`src/psr_pkg.sv`:
```
// Package for the peripheral soft reset register block.
// Assumes a 32-bit AXI4-Lite register bus on a single 50 MHz clock.
package psr_pkg;

  // ==========================================================================
  // Register offsets (byte addresses).
  localparam logic [11:0] PSR_GROUP1_OFFSET  = 12'h044;
  localparam logic [11:0] PSR_GPIO_OFFSET    = 12'h048;
  localparam logic [11:0] PSR_CAP_TWO_OFFSET = 12'h080;
  localparam logic [11:0] PSR_CAP_FOUR_OFFSET = 12'h084;

  // ==========================================================================
  // Field positions in the group one register.
  localparam int PSR_COMPARATOR_ZERO_RESET_BIT  = 24;
  localparam int PSR_GP_COUNTER_ZERO_RESET_BIT = 16;
  localparam int PSR_GP_COUNTER_ONE_RESET_BIT = 17;
  localparam int PSR_GP_COUNTER_TWO_RESET_BIT = 18;
  localparam int PSR_SYNC_SERIAL_ZERO_RESET_BIT   = 4;
  localparam int PSR_ASYNC_SERIAL_ONE_RESET_BIT  = 1;
  localparam int PSR_ASYNC_SERIAL_ZERO_RESET_BIT  = 0;
  localparam int PSR_GPIO_WIDTH = 5;

  // Implemented bits of each register.
  localparam logic [31:0] PSR_GROUP1_IMPL = 32'h0107_0013;
  localparam logic [31:0] PSR_GPIO_IMPL   = 32'h0000_001f;

  // ==========================================================================
  // Reset values.
  localparam logic [31:0] PSR_GROUP1_RESET  = 32'h0000_0000;
  localparam logic [31:0] PSR_GPIO_RESET    = 32'h0000_0000;
  localparam logic [31:0] PSR_CAP_TWO_RESET  = 32'h0107_0013;
  localparam logic [31:0] PSR_CAP_FOUR_RESET = 32'h0000_001f;

  // AXI response codes.
  localparam logic [1:0] PSR_RESP_OKAY   = 2'h0;
  localparam logic [1:0] PSR_RESP_SLVERR = 2'h2;

endpackage

```
`src/psr_wr_if.sv`:
```
// Interface carrying one accepted register write between bus slave and registers.
// Assumes one clock domain; the strobe is a one-cycle pulse.
interface psr_wr_if;
  logic        wr_stb;
  logic [11:0] wr_addr;
  logic [31:0] wr_data;
  logic [3:0]  wr_strb;

  modport src (output wr_stb, output wr_addr, output wr_data, output wr_strb);
  modport dst (input wr_stb, input wr_addr, input wr_data, input wr_strb);
endinterface

```
`src/psr_axi_slave.sv`:
```
// AXI4-Lite write channel front end for the soft reset block.
// Assumes the master holds each valid until its ready; one write at a time.
module psr_axi_slave
  import psr_pkg::*;
(
  input  wire logic        sys_clk,   // System clock.
  input  wire logic        rst,       // Asynchronous reset, active high.
  input  wire logic [11:0] awaddr,    // Write address.
  input  wire logic        awvalid,   // Write address valid.
  output logic             awready,   // Write address ready.
  input  wire logic [31:0] wdata,     // Write data.
  input  wire logic [3:0]  wstrb,     // Write byte strobes.
  input  wire logic        wvalid,    // Write data valid.
  output logic             wready,    // Write data ready.
  output logic             bvalid,    // Write response valid.
  input  wire logic        bready,    // Write response ready.
  psr_wr_if.src            wr         // Accepted write towards the registers.
);

  logic        aw_have_reg;
  logic        w_have_reg;
  logic [11:0] addr_reg;
  logic [31:0] data_reg;
  logic [3:0]  strb_reg;
  logic        fire;

  // A write completes once address and data are both held and no response is pending.
  assign fire = aw_have_reg && w_have_reg && !bvalid;
  assign awready = !aw_have_reg && !bvalid;
  assign wready  = !w_have_reg && !bvalid;

  // ==========================================================================
  // Address and data capture, in either order.
  always_ff @(posedge sys_clk or posedge rst) begin
    if (rst) begin
      aw_have_reg <= 1'b0;
      w_have_reg  <= 1'b0;
      addr_reg    <= 12'h000;
      data_reg    <= 32'h0000_0000;
      strb_reg    <= 4'h0;
    end else begin
      if (awvalid && awready) begin
        aw_have_reg <= 1'b1;
        addr_reg    <= awaddr;
      end else if (fire) begin
        aw_have_reg <= 1'b0;
      end
      if (wvalid && wready) begin
        w_have_reg <= 1'b1;
        data_reg   <= wdata;
        strb_reg   <= wstrb;
      end else if (fire) begin
        w_have_reg <= 1'b0;
      end
    end
  end

  // Response and the one-cycle write strobe.
  always_ff @(posedge sys_clk or posedge rst) begin
    if (rst) begin
      bvalid    <= 1'b0;
      wr.wr_stb <= 1'b0;
    end else begin
      wr.wr_stb <= fire;
      if (fire) begin
        bvalid <= 1'b1;
      end else if (bready) begin
        bvalid <= 1'b0;
      end
    end
  end

  assign wr.wr_addr = addr_reg;
  assign wr.wr_data = data_reg;
  assign wr.wr_strb = strb_reg;

endmodule

```
`src/psr_top.sv`:
```
// Peripheral soft reset registers with AXI4-Lite access.
// Assumes one 50 MHz clock, asynchronous active high reset, well behaved master.
//
// Summary of operation
// - Group one writes masked by capability two.
// - Port writes masked by capability four.
// - Group one bits 24,18:16,4,1,0 read-write.
// - Port register bits 4:0 for ports E..A.
// - Reserved bits read zero; reset clears both control registers.
//
// The AXI4-Lite register port is this design's own decision.
module psr_top
  import psr_pkg::*;
(
  input  wire logic        sys_clk,                  // System clock, 50 MHz.
  input  wire logic        rst,                      // Asynchronous reset, active high.
  input  wire logic [11:0] s_axi_awaddr,             // Write address.
  input  wire logic        s_axi_awvalid,            // Write address valid.
  output logic             s_axi_awready,            // Write address ready.
  input  wire logic [31:0] s_axi_wdata,              // Write data.
  input  wire logic [3:0]  s_axi_wstrb,              // Write byte strobes.
  input  wire logic        s_axi_wvalid,             // Write data valid.
  output logic             s_axi_wready,             // Write data ready.
  output logic [1:0]       s_axi_bresp,              // Write response.
  output logic             s_axi_bvalid,             // Write response valid.
  input  wire logic        s_axi_bready,             // Write response ready.
  input  wire logic [11:0] s_axi_araddr,             // Read address.
  input  wire logic        s_axi_arvalid,            // Read address valid.
  output logic             s_axi_arready,            // Read address ready.
  output logic [31:0]      s_axi_rdata,              // Read data.
  output logic [1:0]       s_axi_rresp,              // Read response.
  output logic             s_axi_rvalid,             // Read data valid.
  input  wire logic        s_axi_rready,             // Read data ready.
  output logic             comparator_zero_reset,    // Comparator 0 held in reset.
  output logic             gp_counter_zero_reset,    // Timer 0 held in reset.
  output logic             gp_counter_one_reset,     // Timer 1 held in reset.
  output logic             gp_counter_two_reset,     // Timer 2 held in reset.
  output logic             sync_serial_zero_reset,   // Serial sync unit held in reset.
  output logic             async_serial_zero_reset,  // UART 0 held in reset.
  output logic             async_serial_one_reset,   // UART 1 held in reset.
  output logic             port_a_reset,             // Port A held in reset.
  output logic             port_b_reset,             // Port B held in reset.
  output logic             port_c_reset,             // Port C held in reset.
  output logic             port_d_reset,             // Port D held in reset.
  output logic             port_e_reset              // Port E held in reset.
);

  // ==========================================================================
  // Register state.
  logic [31:0] peripheral_reset_ctl_group1_reg;
  logic [31:0] gpio_port_reset_ctl_reg;
  logic [31:0] capability_mask_two_reg;
  logic [31:0] capability_mask_four_reg;
  logic        bvalid_int;
  logic        awready_int;
  logic        wready_int;
  logic        rd_pend_reg;    // Read address taken, data due on the next cycle.
  logic [11:0] rd_addr_reg;    // Read address held for the data phase.

  psr_wr_if wr ();

  // ==========================================================================
  // Write channel front end.
  psr_axi_slave u_wr (
    .sys_clk (sys_clk),
    .rst     (rst),
    .awaddr  (s_axi_awaddr),
    .awvalid (s_axi_awvalid),
    .awready (awready_int),
    .wdata   (s_axi_wdata),
    .wstrb   (s_axi_wstrb),
    .wvalid  (s_axi_wvalid),
    .wready  (wready_int),
    .bvalid  (bvalid_int),
    .bready  (s_axi_bready),
    .wr      (wr)
  );

  assign s_axi_awready = awready_int;
  assign s_axi_wready  = wready_int;
  assign s_axi_bvalid  = bvalid_int;

  // Expands byte strobes to a bit mask.
  function automatic logic [31:0] strb_mask(input logic [3:0] strb);
    logic [31:0] m;
    m = 32'h0000_0000;
    for (int i = 0; i < 4; i++) begin
      m[i*8 +: 8] = {8{strb[i]}};
    end
    return m;
  endfunction

  // Applies a masked write: only bits allowed by cap and strobes change.
  function automatic logic [31:0] masked_wr(input logic [31:0] old_v, input logic [31:0] new_v,
                                            input logic [31:0] allow);
    return (old_v & ~allow) | (new_v & allow);
  endfunction

  // Tells whether an offset is a mapped register.
  function automatic logic is_mapped(input logic [11:0] a);
    return (a == PSR_GROUP1_OFFSET) || (a == PSR_GPIO_OFFSET) ||
           (a == PSR_CAP_TWO_OFFSET) || (a == PSR_CAP_FOUR_OFFSET);
  endfunction

  // Capability masks are software writable, limited to implemented bits.
  always_ff @(posedge sys_clk or posedge rst) begin
    if (rst) begin
      capability_mask_two_reg  <= PSR_CAP_TWO_RESET;
      capability_mask_four_reg <= PSR_CAP_FOUR_RESET;
    end else if (wr.wr_stb) begin
      if (wr.wr_addr == PSR_CAP_TWO_OFFSET) begin
        capability_mask_two_reg <= masked_wr(capability_mask_two_reg, wr.wr_data,
                                             strb_mask(wr.wr_strb) & PSR_GROUP1_IMPL);
      end
      if (wr.wr_addr == PSR_CAP_FOUR_OFFSET) begin
        capability_mask_four_reg <= masked_wr(capability_mask_four_reg, wr.wr_data,
                                              strb_mask(wr.wr_strb) & PSR_GPIO_IMPL);
      end
    end
  end

  always_ff @(posedge sys_clk or posedge rst) begin
    if (rst) begin
      peripheral_reset_ctl_group1_reg <= PSR_GROUP1_RESET;
    end else if (wr.wr_stb && wr.wr_addr == PSR_GROUP1_OFFSET) begin
      peripheral_reset_ctl_group1_reg <= masked_wr(peripheral_reset_ctl_group1_reg, wr.wr_data,
        strb_mask(wr.wr_strb) & capability_mask_two_reg & PSR_GROUP1_IMPL);
    end
  end

  always_ff @(posedge sys_clk or posedge rst) begin
    if (rst) begin
      gpio_port_reset_ctl_reg <= PSR_GPIO_RESET;
    end else if (wr.wr_stb && wr.wr_addr == PSR_GPIO_OFFSET) begin
      gpio_port_reset_ctl_reg <= masked_wr(gpio_port_reset_ctl_reg, wr.wr_data,
        strb_mask(wr.wr_strb) & capability_mask_four_reg & PSR_GPIO_IMPL);
    end
  end

  // Write response code, captured at the edge where the write fires so that it stands with bvalid.
  // Both slots full with no response pending is the fire condition of the front end.
  always_ff @(posedge sys_clk or posedge rst) begin
    if (rst) begin
      s_axi_bresp <= PSR_RESP_OKAY;
    end else if (!bvalid_int && !awready_int && !wready_int) begin
      s_axi_bresp <= is_mapped(wr.wr_addr) ? PSR_RESP_OKAY : PSR_RESP_SLVERR;
    end
  end

  // ==========================================================================
  // Read channel: pulse arready, answer on the cycle after the address handshake, hold until rready.
  // Data only follow a completed address handshake, so rvalid never rises together with arready.
  always_ff @(posedge sys_clk or posedge rst) begin
    if (rst) begin
      s_axi_arready <= 1'b0;
      s_axi_rvalid  <= 1'b0;
      s_axi_rdata   <= 32'h0000_0000;
      s_axi_rresp   <= PSR_RESP_OKAY;
      rd_pend_reg   <= 1'b0;
      rd_addr_reg   <= 12'h000;
    end else begin
      s_axi_arready <= 1'b0;
      if (s_axi_rvalid) begin
        if (s_axi_rready) begin
          s_axi_rvalid <= 1'b0;
        end
      end else if (s_axi_arvalid && !s_axi_arready && !rd_pend_reg) begin
        // The address is held from here until the data phase.
        s_axi_arready <= 1'b1;
        rd_pend_reg   <= 1'b1;
        rd_addr_reg   <= s_axi_araddr;
      end else if (rd_pend_reg) begin
        rd_pend_reg   <= 1'b0;
        s_axi_rvalid  <= 1'b1;
        s_axi_rresp   <= is_mapped(rd_addr_reg) ? PSR_RESP_OKAY : PSR_RESP_SLVERR;
        unique case (rd_addr_reg)
          PSR_GROUP1_OFFSET:   s_axi_rdata <= peripheral_reset_ctl_group1_reg & PSR_GROUP1_IMPL;
          PSR_GPIO_OFFSET:     s_axi_rdata <= gpio_port_reset_ctl_reg & PSR_GPIO_IMPL;
          PSR_CAP_TWO_OFFSET:  s_axi_rdata <= capability_mask_two_reg;
          PSR_CAP_FOUR_OFFSET: s_axi_rdata <= capability_mask_four_reg;
          default:             s_axi_rdata <= 32'h0000_0000;
        endcase
      end
    end
  end

  always_ff @(posedge sys_clk or posedge rst) begin
    if (rst) begin
      comparator_zero_reset   <= 1'b0;
      gp_counter_zero_reset   <= 1'b0;
      gp_counter_one_reset    <= 1'b0;
      gp_counter_two_reset    <= 1'b0;
      sync_serial_zero_reset  <= 1'b0;
      async_serial_zero_reset <= 1'b0;
      async_serial_one_reset  <= 1'b0;
      {port_e_reset, port_d_reset, port_c_reset, port_b_reset, port_a_reset} <= 5'h00;
    end else begin
      comparator_zero_reset   <= peripheral_reset_ctl_group1_reg[PSR_COMPARATOR_ZERO_RESET_BIT];
      gp_counter_zero_reset   <= peripheral_reset_ctl_group1_reg[PSR_GP_COUNTER_ZERO_RESET_BIT];
      gp_counter_one_reset    <= peripheral_reset_ctl_group1_reg[PSR_GP_COUNTER_ONE_RESET_BIT];
      gp_counter_two_reset    <= peripheral_reset_ctl_group1_reg[PSR_GP_COUNTER_TWO_RESET_BIT];
      sync_serial_zero_reset  <= peripheral_reset_ctl_group1_reg[PSR_SYNC_SERIAL_ZERO_RESET_BIT];
      async_serial_zero_reset <= peripheral_reset_ctl_group1_reg[PSR_ASYNC_SERIAL_ZERO_RESET_BIT];
      async_serial_one_reset  <= peripheral_reset_ctl_group1_reg[PSR_ASYNC_SERIAL_ONE_RESET_BIT];
      {port_e_reset, port_d_reset, port_c_reset, port_b_reset, port_a_reset} <=
        gpio_port_reset_ctl_reg[PSR_GPIO_WIDTH-1:0];
    end
  end
endmodule

```
`config.mk`:
```
export PLATFORM = sky130hd
export DESIGN_NAME = psr_top
export DESIGN_NICKNAME = d
export VERILOG_FILES = /design/src/psr_pkg.sv /design/src/psr_wr_if.sv /design/src/psr_axi_slave.sv /design/src/psr_top.sv
export SDC_FILE = /design/constraint.sdc
export NUM_CORES = 1
export LEC_CHECK = 0
export ABC_AREA = 1
export BUFFER_PORTS_ARGS = -buffer_cell sky130_fd_sc_hd__buf_2
export CAP_MARGIN = 20
export CORE_MARGIN = 4
export CORE_UTILIZATION = 40
export DETAILED_ROUTE_END_ITERATION = 10
export PLACE_DENSITY_LB_ADDON = 0.15
export SKIP_CTS_REPAIR_TIMING = 1
export SLEW_MARGIN = 15
export SYNTH_ARGS = -nofsm -noshare
export SYNTH_HDL_FRONTEND = slang
export SYNTH_SLANG_ARGS = --single-unit
```
`constraint.sdc`:
```
create_clock -name sys_clk -period 2.79 [get_ports sys_clk]
set_input_delay 0.1395 -clock sys_clk [delete_from_list [all_inputs] [get_ports sys_clk]]
set_output_delay 0.1395 -clock sys_clk [all_outputs]
set_load 0.005 [all_outputs]
```
# Word level (Yosys, flattened, before mapping)
# Cells that the tools add are included.
[op_classes]
n_eq_ne = 8
n_mux = 14
bitwise = 20
reduce_logical = 32
[ops]
columns = ["operator", "n"]
rows = [
  ["$and A32 B32 Y32", 4],
  ["$or A32 B32 Y32", 4],
  ["$pmux W32 S4", 1],
  ["$and A32 B25 Y32", 2],
  ["$and A32 B5 Y32", 2],
  ["$not A25 Y32", 2],
  ["$not A5 Y32", 2],
  ["$eq A12 B7 Y1 const B", 4],
  ["$eq A12 B8 Y1 const B", 4],
  ["$and A25 B25 Y25", 1],
  ["$logic_and A1 B1 Y1", 12],
  ["$mux W1", 11],
  ["$logic_not A1 Y1", 7],
  ["$logic_or A1 B1 Y1", 6],
  ["$reduce_and A2 Y1", 3],
  ["$reduce_bool A2 Y1", 3],
  ["$and A5 B5 Y5", 1],
  ["$mux W2", 2],
  ["$reduce_and A3 Y1", 1],
  ["$not A1 Y1", 2],
]
[word_totals]
ff_bits = 243
inputBits = 67
output_inout_bits = 53
word_cells = 104

# Longest topological paths before layout
# Gate-level depths: netlist (run 1).
[logic_depth]
depth_word = 5
ltp_mapped = 9
depth_no_buf = 9

# Hierarchy
# From an unflattened synthesis (run 1), not the netlist that was laid out.
[hier_totals]
cells_unflattened = 605
hier_area_um2 = 5170.0
[by_module_without_submodules]
columns = ["module", "instances", "cells_per_inst", "area_per_inst_um2", "seq_area_each_um2"]
rows = [
  ["psr_top", 1, 382, 3113.0, 1566.5],
  ["psr_axi_slave", 1, 223, 2057.0, 1301.2],
]

# Least setup slack after synthesis (run 1)
# Ideal clock, no wire load.
[synth_timing]
path_type = "register to register"
from = "register u_wr.addr_reg[4] (netlist: u_wr.wr.wr_addr[4])"
to = "register (tool-made name)"
setup_ps = 117
t_arrival_ps = 1098
required_ps = 2673
path_slack_ps = 1575
path_stages_with_launch = 9
path_buffers = 0
synth_period_minus_slack_ps = 1215
cell_sequence = "dfrtp_1 -> nor2_2 -> nand3_2 -> nor2_2 -> nand2_2 -> nor2_4 -> nand3_1 -> nand2_1 -> nand2_1"
[synth_lines]
columns = ["item", "line", "rtl"]
rows = [
  ["start, declared", "psr_axi_slave.sv:22", "logic [11:0] addr_reg;"],
  ["start signal, assigned", "psr_axi_slave.sv:44", "addr_reg <= awaddr;"],
]

# Worst setup path in the final report (run 1)
[layout_timing]
from = "register rd_addr_reg[8]"
to = "register s_axi_rresp[1]"
[layout_between]
elab_chain_len = 5
elab_cells_between_ends = 8
classes_between = "eq/ne: 4; mux: 1; reduce/logical: 3"
[layout_lines]
columns = ["item", "line", "rtl"]
rows = [
  ["start, declared", "psr_top.sv:58", "logic [11:0] rd_addr_reg;"],
  ["start signal, assigned", "psr_top.sv:171", "rd_addr_reg <= s_axi_araddr;"],
  ["$eq A12 B7 Y1", "psr_top.sv:101", "return (a == PSR_GROUP1_OFFSET) || (a == PSR_GPIO_OFFSET) ||"],
  ["$logic_or A1 B1 Y1 (2 in a row)", "psr_top.sv:101", ""],
  ["$logic_or A1 B1 Y1 (*)", "psr_top.sv:102", "(a == PSR_CAP_TWO_OFFSET) || (a == PSR_CAP_FOUR_OFFSET);"],
  ["$mux W2 (*)", "psr_top.sv:175", "s_axi_rresp <= is_mapped(rd_addr_reg) ? PSR_RESP_OKAY : PSR_RESP_SLVERR;"],
  ["end signal, assigned", "psr_top.sv:175", ""],
  ["end, declared", "psr_top.sv:31", "output logic [1:0] s_axi_rresp,"],
]
# Every way passes the cells marked *; elsewhere a longest branch is shown, timed or not.
# A chain may end at the register's enable or synchronous reset.

==> flow_metrics.env, run 1 <==
export IMPL_nets=603
export IMPL_grt_pass1_wl_microns=13400
export IMPL_start_util=0.414
export IMPL_die_x_microns=109
export IMPL_clock_sinks=90
export IMPL_ys_seq_area_frac=0.555
export IMPL_crit_buf_inv=0
export IMPL_fp_coreArea_sq_um=9860
export IMPL_chipHeight_microns=109
export IMPL_clk_pin_slew_ps=80
export IMPL_grt_overflow=0
export IMPL_avgSynthCellArea_sq_um=9.07
export IMPL_io_pins=120
export IMPL_num_vias=2984
export IMPL_final_hold_violation_count=0
export IMPL_grt_pass1_vias=2838
export IMPL_synthTopCellsByArea="dfrtp_1 48%, nand2_1 11%, dfstp_2 7.7%"
export IMPL_netlist_area_leader_share=0.478
export IMPL_tritoncts="done"
export IMPL_ctsLongestPathBuffers=2
export IMPL_clk_latency_ps=350
export IMPL_cp_max_fo=20
export IMPL_peakVddDrop_mv=0.494
export IMPL_drv_slew=0
export IMPL_holdWs_ps=4.01
export IMPL_io_buffers=70
export IMPL_p_total_mw=3.76
export IMPL_antenna_found_initial=0
export IMPL_dp_cells=646
export IMPL_cp_slowest_stage_delay_ps=550
export IMPL_ys_warn_count=0
export IMPL_layout_commonest_cell="nand2_1"
export IMPL_outcome="complete, no violations"
export IMPL_cp_required_ps=3030
export IMPL_setup_violations=0
export IMPL_fin_crit_sh=0.571
export IMPL_worstPathCellList="nor2_1, and2_1, nand2_1, nand2_1, nor2_1, nand3_1, nand2_1"
export IMPL_synth_area_sq_um=4080
export IMPL_start_kind="flop"
export IMPL_timing_critical_path_mode_cell="nand2_1"
export IMPL_fmax_mhz=628
export IMPL_tns_ps=0
export IMPL_cp_top_family="simple AND/OR/NAND/NOR gates"
export IMPL_rows=36
export IMPL_ys_seq_elements=90
export IMPL_powerDensity_nw_per_um2=780
export IMPL_cp_slowest_cell="and2_1"
export IMPL_stdcell_count=674
export IMPL_drc=0
export IMPL_crit_start="rd_addr_reg[8]"
export IMPL_final_layout_size_suffix_gt1_frac=0.259
export IMPL_worstSetupPathType="reg2reg"
export IMPL_track_usage=0.144
export IMPL_layout_common_cells="124 x nand2_1, 78 x dfrtp_1, 70 x buf_2, 46 x inv_1, 34 x nor2_1"
export IMPL_flow_area_growth_from_synthesis_pct=18.1
export IMPL_arrival_ps=1830
export IMPL_diodes=0
export IMPL_synth_top_cell_by_area="dfrtp_1"
export IMPL_worst_pin_slew_ps=685
export IMPL_wl_per_cell_microns=11.9
export IMPL_globalplace_congestion=0.826
export IMPL_min_from="s_axi_araddr[4]"
export IMPL_viasPerCell=4.43
export IMPL_leakage_nw=2.55
export IMPL_cts_root_buf="clkbuf_8"
export IMPL_timing_rr_start="rd_addr_reg[8]"
export IMPL_syn_inst=450
export IMPL_drv_cap=0
export IMPL_slew_headroom=0.543
export IMPL_synth_cell_type_count=28
export IMPL_dp_hpwl_microns=5980
export IMPL_ant_nets=0
export IMPL_cts_htree_levels=3
export IMPL_drt_iter0_drc=144
export IMPL_firstDrtPassIters=5
export IMPL_cts_buffers=9
export IMPL_rsz0062_at_grt="no"
export IMPL_dieArea_sq_um=11900
export IMPL_wirelength_microns=8030
export IMPL_hp_class="in2reg"
export IMPL_cp_end_kind="flop"
export IMPL_layout_min_cycle_time_ps=1590
export IMPL_grt_max_degree=53
export IMPL_finClkSkew_ps=5.65
[worst reg2reg max path: cells and delay by family (launching register included)]
family	cells	cell delay (ps)
simple gates	7	1110
flops	1	390
[final timing paths]
check / to / slack (ps) / depth (start not counted)
worst max register to register: s_axi_rresp[1] / 1200 / 7
worst min register to register: port_c_reset / 380 / 0
worst max-delay path: s_axi_rresp[1] / 1200 / 7
max in group asynchronous: asynchronous set/reset pin / 1650 / 4
min in group asynchronous: u_wr.wr.wr_addr[11] / 410 / 3
worst min-delay path: rd_addr_reg[4] / 4 / 3
[where the power goes]
group          switching [mW]  leakage [nW]  internal (mW)
clock network           0.440         0.107          0.504
logic                   0.615          1.33          0.363
registers               0.217          1.11           1.62
total                    1.27          2.55           2.49
[synth_stat cells]
| cell | n |
|---|---|
| clkinv_1 | 1 |
| dfstp_2 | 12 |
| nor2_4 | 6 |
| dfrtp_1 | 78 |
| nor2_2 | 7 |
| nor3_4 | 1 |
| o21ai_1 | 16 |
| nor2_1 | 34 |
| nand4_1 | 8 |
| inv_1 | 47 |
| nand2_2 | 3 |
| a21oi_1 | 13 |
| nor3_2 | 2 |
| mux2_2 | 12 |
| o21ai_0 | 13 |
| and2_4 | 1 |
| buf_4 | 26 |
| and3_1 | 1 |
| conb_1 | 1 |
| inv_2 | 2 |
| and2_1 | 1 |
| nand3_4 | 2 |
| nand3_2 | 3 |
| nand2_1 | 124 |
| nand4_2 | 1 |
| buf_2 | 7 |
| nand3_1 | 27 |
| clkbuf_1 | 1 |
[per-stage QoR]
step	setup WS (ps)	util	area (sq um)
2_1_floorplan	335	-	4170
3_3_place_gp	1220	0.455	4490
3_5_place_dp	1190	0.455	4490
4_1_cts	1160	0.477	4700
5_1_grt	990	0.489	4820
6_report	1200	0.489	4820
[routing by layer]
| layer | track usage | routed length, microns | part of all wire |
|---|---|---|---|
| met3 | 0.0409 | 459 | 0.057 |
| met2 | 0.222 | 3550 | 0.44 |
| met5 | 0 | 0 | 0 |
| met1 | 0.194 | 3910 | 0.49 |
| met4 | 0.0541 | 112 | 0.014 |
[logic make-up (layout without fill, tap and decap cells)]
group,after synthesis,in the layout,share of synthesized area
AOI/OAI and AO/OA,42,42,0.0515
buffers and inverters,84,151,0.103
DFF,90,90,0.555
muxes,12,12,0.0331
other,1,25,0.000919
and+or+nand+nor,221,221,0.256
[final cells by class]
class                      count  area, sq um
fill                         960         5040
sequential                    90         2270
multi-input combinational    300         1480
timing repair buffer          85          505
inverter                      50          189
tap                          133          166
clock buffer                  11          131
clock inverter                 5         78.8
Power figures use the tool's default switching activity.
==> run 2: changes to the inputs <==
Settings changed: ABC_AREA 1 to 0.
Clock period 2.79 ns to 1.25 ns, I/O delays scaled along.
==> flow_metrics.env, run 2 <==
export IMPL_layout_common_cells="78 x dfrtp_1, 70 x buf_2, 45 x buf_4, 40 x dlygate4sd3_1, 32 x mux2_4"
export IMPL_nets=523
export IMPL_timing_rr_start="u_wr.wr.wr_addr[9]"
export IMPL_num_vias=2707
export IMPL_synth_edf_count=0
export IMPL_dp_slack_ps=-930
export IMPL_dpl_instance_area_sq_um=4910
export IMPL_io_pins=120
export IMPL_leakage_nw=2.70
export IMPL_drt_iter0_drc=84
export IMPL_ys_seq_elements=90
export IMPL_firstDrtPassIters=4
export IMPL_cp_end_kind="flop"
export IMPL_utilization=0.600
export IMPL_netlist_area_leader_share=0.505
export IMPL_start_util=0.414
export IMPL_cp_required_ps=1530
export IMPL_track_usage=0.142
export IMPL_peakVddDrop_mv=1.07
export IMPL_avgSynthCellArea_sq_um=13.3
export IMPL_cts_htree_levels=3
export IMPL_diodes=0
export IMPL_cp_top_family="simple AND/OR/NAND/NOR gates"
export IMPL_min_from="s_axi_arvalid"
export IMPL_grt_pass1_wl_microns=12700
export IMPL_antenna_found_initial=0
export IMPL_holdWs_ps=118
export IMPL_finClkSkew_ps=11.7
export IMPL_final_layout_size_suffix_gt1_frac=0.510
export IMPL_dieArea_sq_um=11300
export IMPL_timing_critical_path_mode_cell="or4_4"
export IMPL_outcome="complete, but fails checks"
export IMPL_final_hold_violation_count=0
export IMPL_drv_cap=0
export IMPL_synth_cell_type_count=44
export IMPL_die_x_microns=106
export IMPL_grt_max_degree=91
export IMPL_fin_crit_sh=1.74
export IMPL_fmax_mhz=459
export IMPL_arrival_ps=2460
export IMPL_ant_nets=0
export IMPL_synthTopCellsByArea="dfrtp_1 51%, mux2_2 15%, dfstp_2 8.2%"
export IMPL_rsz0062_at_grt="yes"
export IMPL_setup_violations=68
export IMPL_worstSetupPathType="reg2reg"
export IMPL_worst_slack_ps=-928
export IMPL_synth_area_sq_um=3860
export IMPL_failed_checks="setup timing"
export IMPL_ys_warn_count=0
export IMPL_grt_pass1_vias=2609
export IMPL_io_buffers=70
export IMPL_ctsLongestPathBuffers=2
export IMPL_dp_cells=531
export IMPL_cp_slowest_cell="or4_4"
export IMPL_fp_coreArea_sq_um=9330
export IMPL_async_reset_ff_frac=1.00
export IMPL_synth_most_common_cell="dfrtp_1"
export IMPL_cts_buffers=9
export IMPL_p_total_mw=9.90
export IMPL_ys_seq_area_frac=0.587
export IMPL_start_kind="flop"
export IMPL_hp_class="in2reg"
export IMPL_crit_start="u_wr.wr.wr_addr[9]"
export IMPL_stdcell_count=590
export IMPL_chipHeight_microns=106
export IMPL_synth_ff_type="dfrtp_1"
export IMPL_n_fill_cell=772
export IMPL_powerDensity_nw_per_um2=1770
export IMPL_flow_area_growth_from_synthesis_pct=44.9
export IMPL_wl_per_cell_microns=14.1
export IMPL_synth_top_cell_by_area="dfrtp_1"
export IMPL_clock_sinks=90
export IMPL_tns_ps=-28240
export IMPL_dp_hpwl_microns=5760
export IMPL_wirelength_microns=8310
export IMPL_worstPathCellList="or4_4, or4_4, nor4b_4, mux2_1"
export IMPL_tritoncts="done"
export IMPL_drv_slew=0
export IMPL_synth_common_cells="78 x dfrtp_1, 52 x mux2_2, 26 x buf_4"
export IMPL_globalplace_congestion=0.791
export IMPL_layout_min_cycle_time_ps=2180
export IMPL_viasPerCell=4.59
export IMPL_cp_max_fo=7
export IMPL_crit_buf_inv=0
export IMPL_syn_inst=290
export IMPL_grt_overflow=0
export IMPL_layout_commonest_cell="dfrtp_1"
export IMPL_cp_slowest_stage_delay_ps=540
export IMPL_cts_root_buf="clkbuf_8"
export IMPL_drc=0
export IMPL_fin_area_sq_um=5600
export IMPL_clk_pin_slew_ps=90
export IMPL_rows=35
export IMPL_clk_latency_ps=360
run 2: report_power, final:
part,internal (mW),switching [mW],leakage [nW]
registers,3.64,0.592,1.11
logic,2.41,1.32,1.50
clock network,0.927,1.02,0.0828
total,6.97,2.92,2.70
run 2: path summary, 6_finish.rpt:
check / to / slack (ps) / depth (start not counted)
min in group asynchronous: rd_addr_reg[10] / 380 / 4
max in group asynchronous: asynchronous set/reset pin / 450 / 4
worst max register to register: flop / -930 / 4
worst min register to register: port_a_reset / 410 / 0
worst max-delay path: flop / -930 / 4
worst min-delay path: s_axi_arready / 120 / 3
run 2: cell type report:
type                       instances  area [sq um]  area share
sequential                        90          2270       0.405
clock inverter                     4          52.6     0.00939
tap                              129           161      0.0288
multi-input combinational        185          1710       0.306
clock buffer                      12           135      0.0242
timing repair buffer             164          1240       0.222
inverter                           6          26.3     0.00470
run 2: tightest hold or removal path, delay by kind of cell:
| family | cells | cell delay (ps) |
|---|---|---|
| simple gates | 1 | 130 |
| buf+inv | 2 | 240 |
run 2: cell families after synthesis:
| group | synth area share |
|---|---|
| DFF | 0.587 |
| AOI/OAI and AO/OA | 0.0528 |
| muxes | 0.180 |
| other | 0.000971 |
| buffers and inverters | 0.0632 |
| and+or+nand+nor | 0.116 |
run 2: per-layer routing:
| layer | vias to the layer above | GRT usage | share of wire |
|---|---|---|---|
| met5 | - | 0 | 0 |
| met4 | 0 | 0.0518 | 0.012 |
| met3 | 8 | 0.0449 | 0.048 |
| met2 | 73 | 0.223 | 0.49 |
| met1 | 1314 | 0.186 | 0.45 |
| li1 | 1312 | - | - |
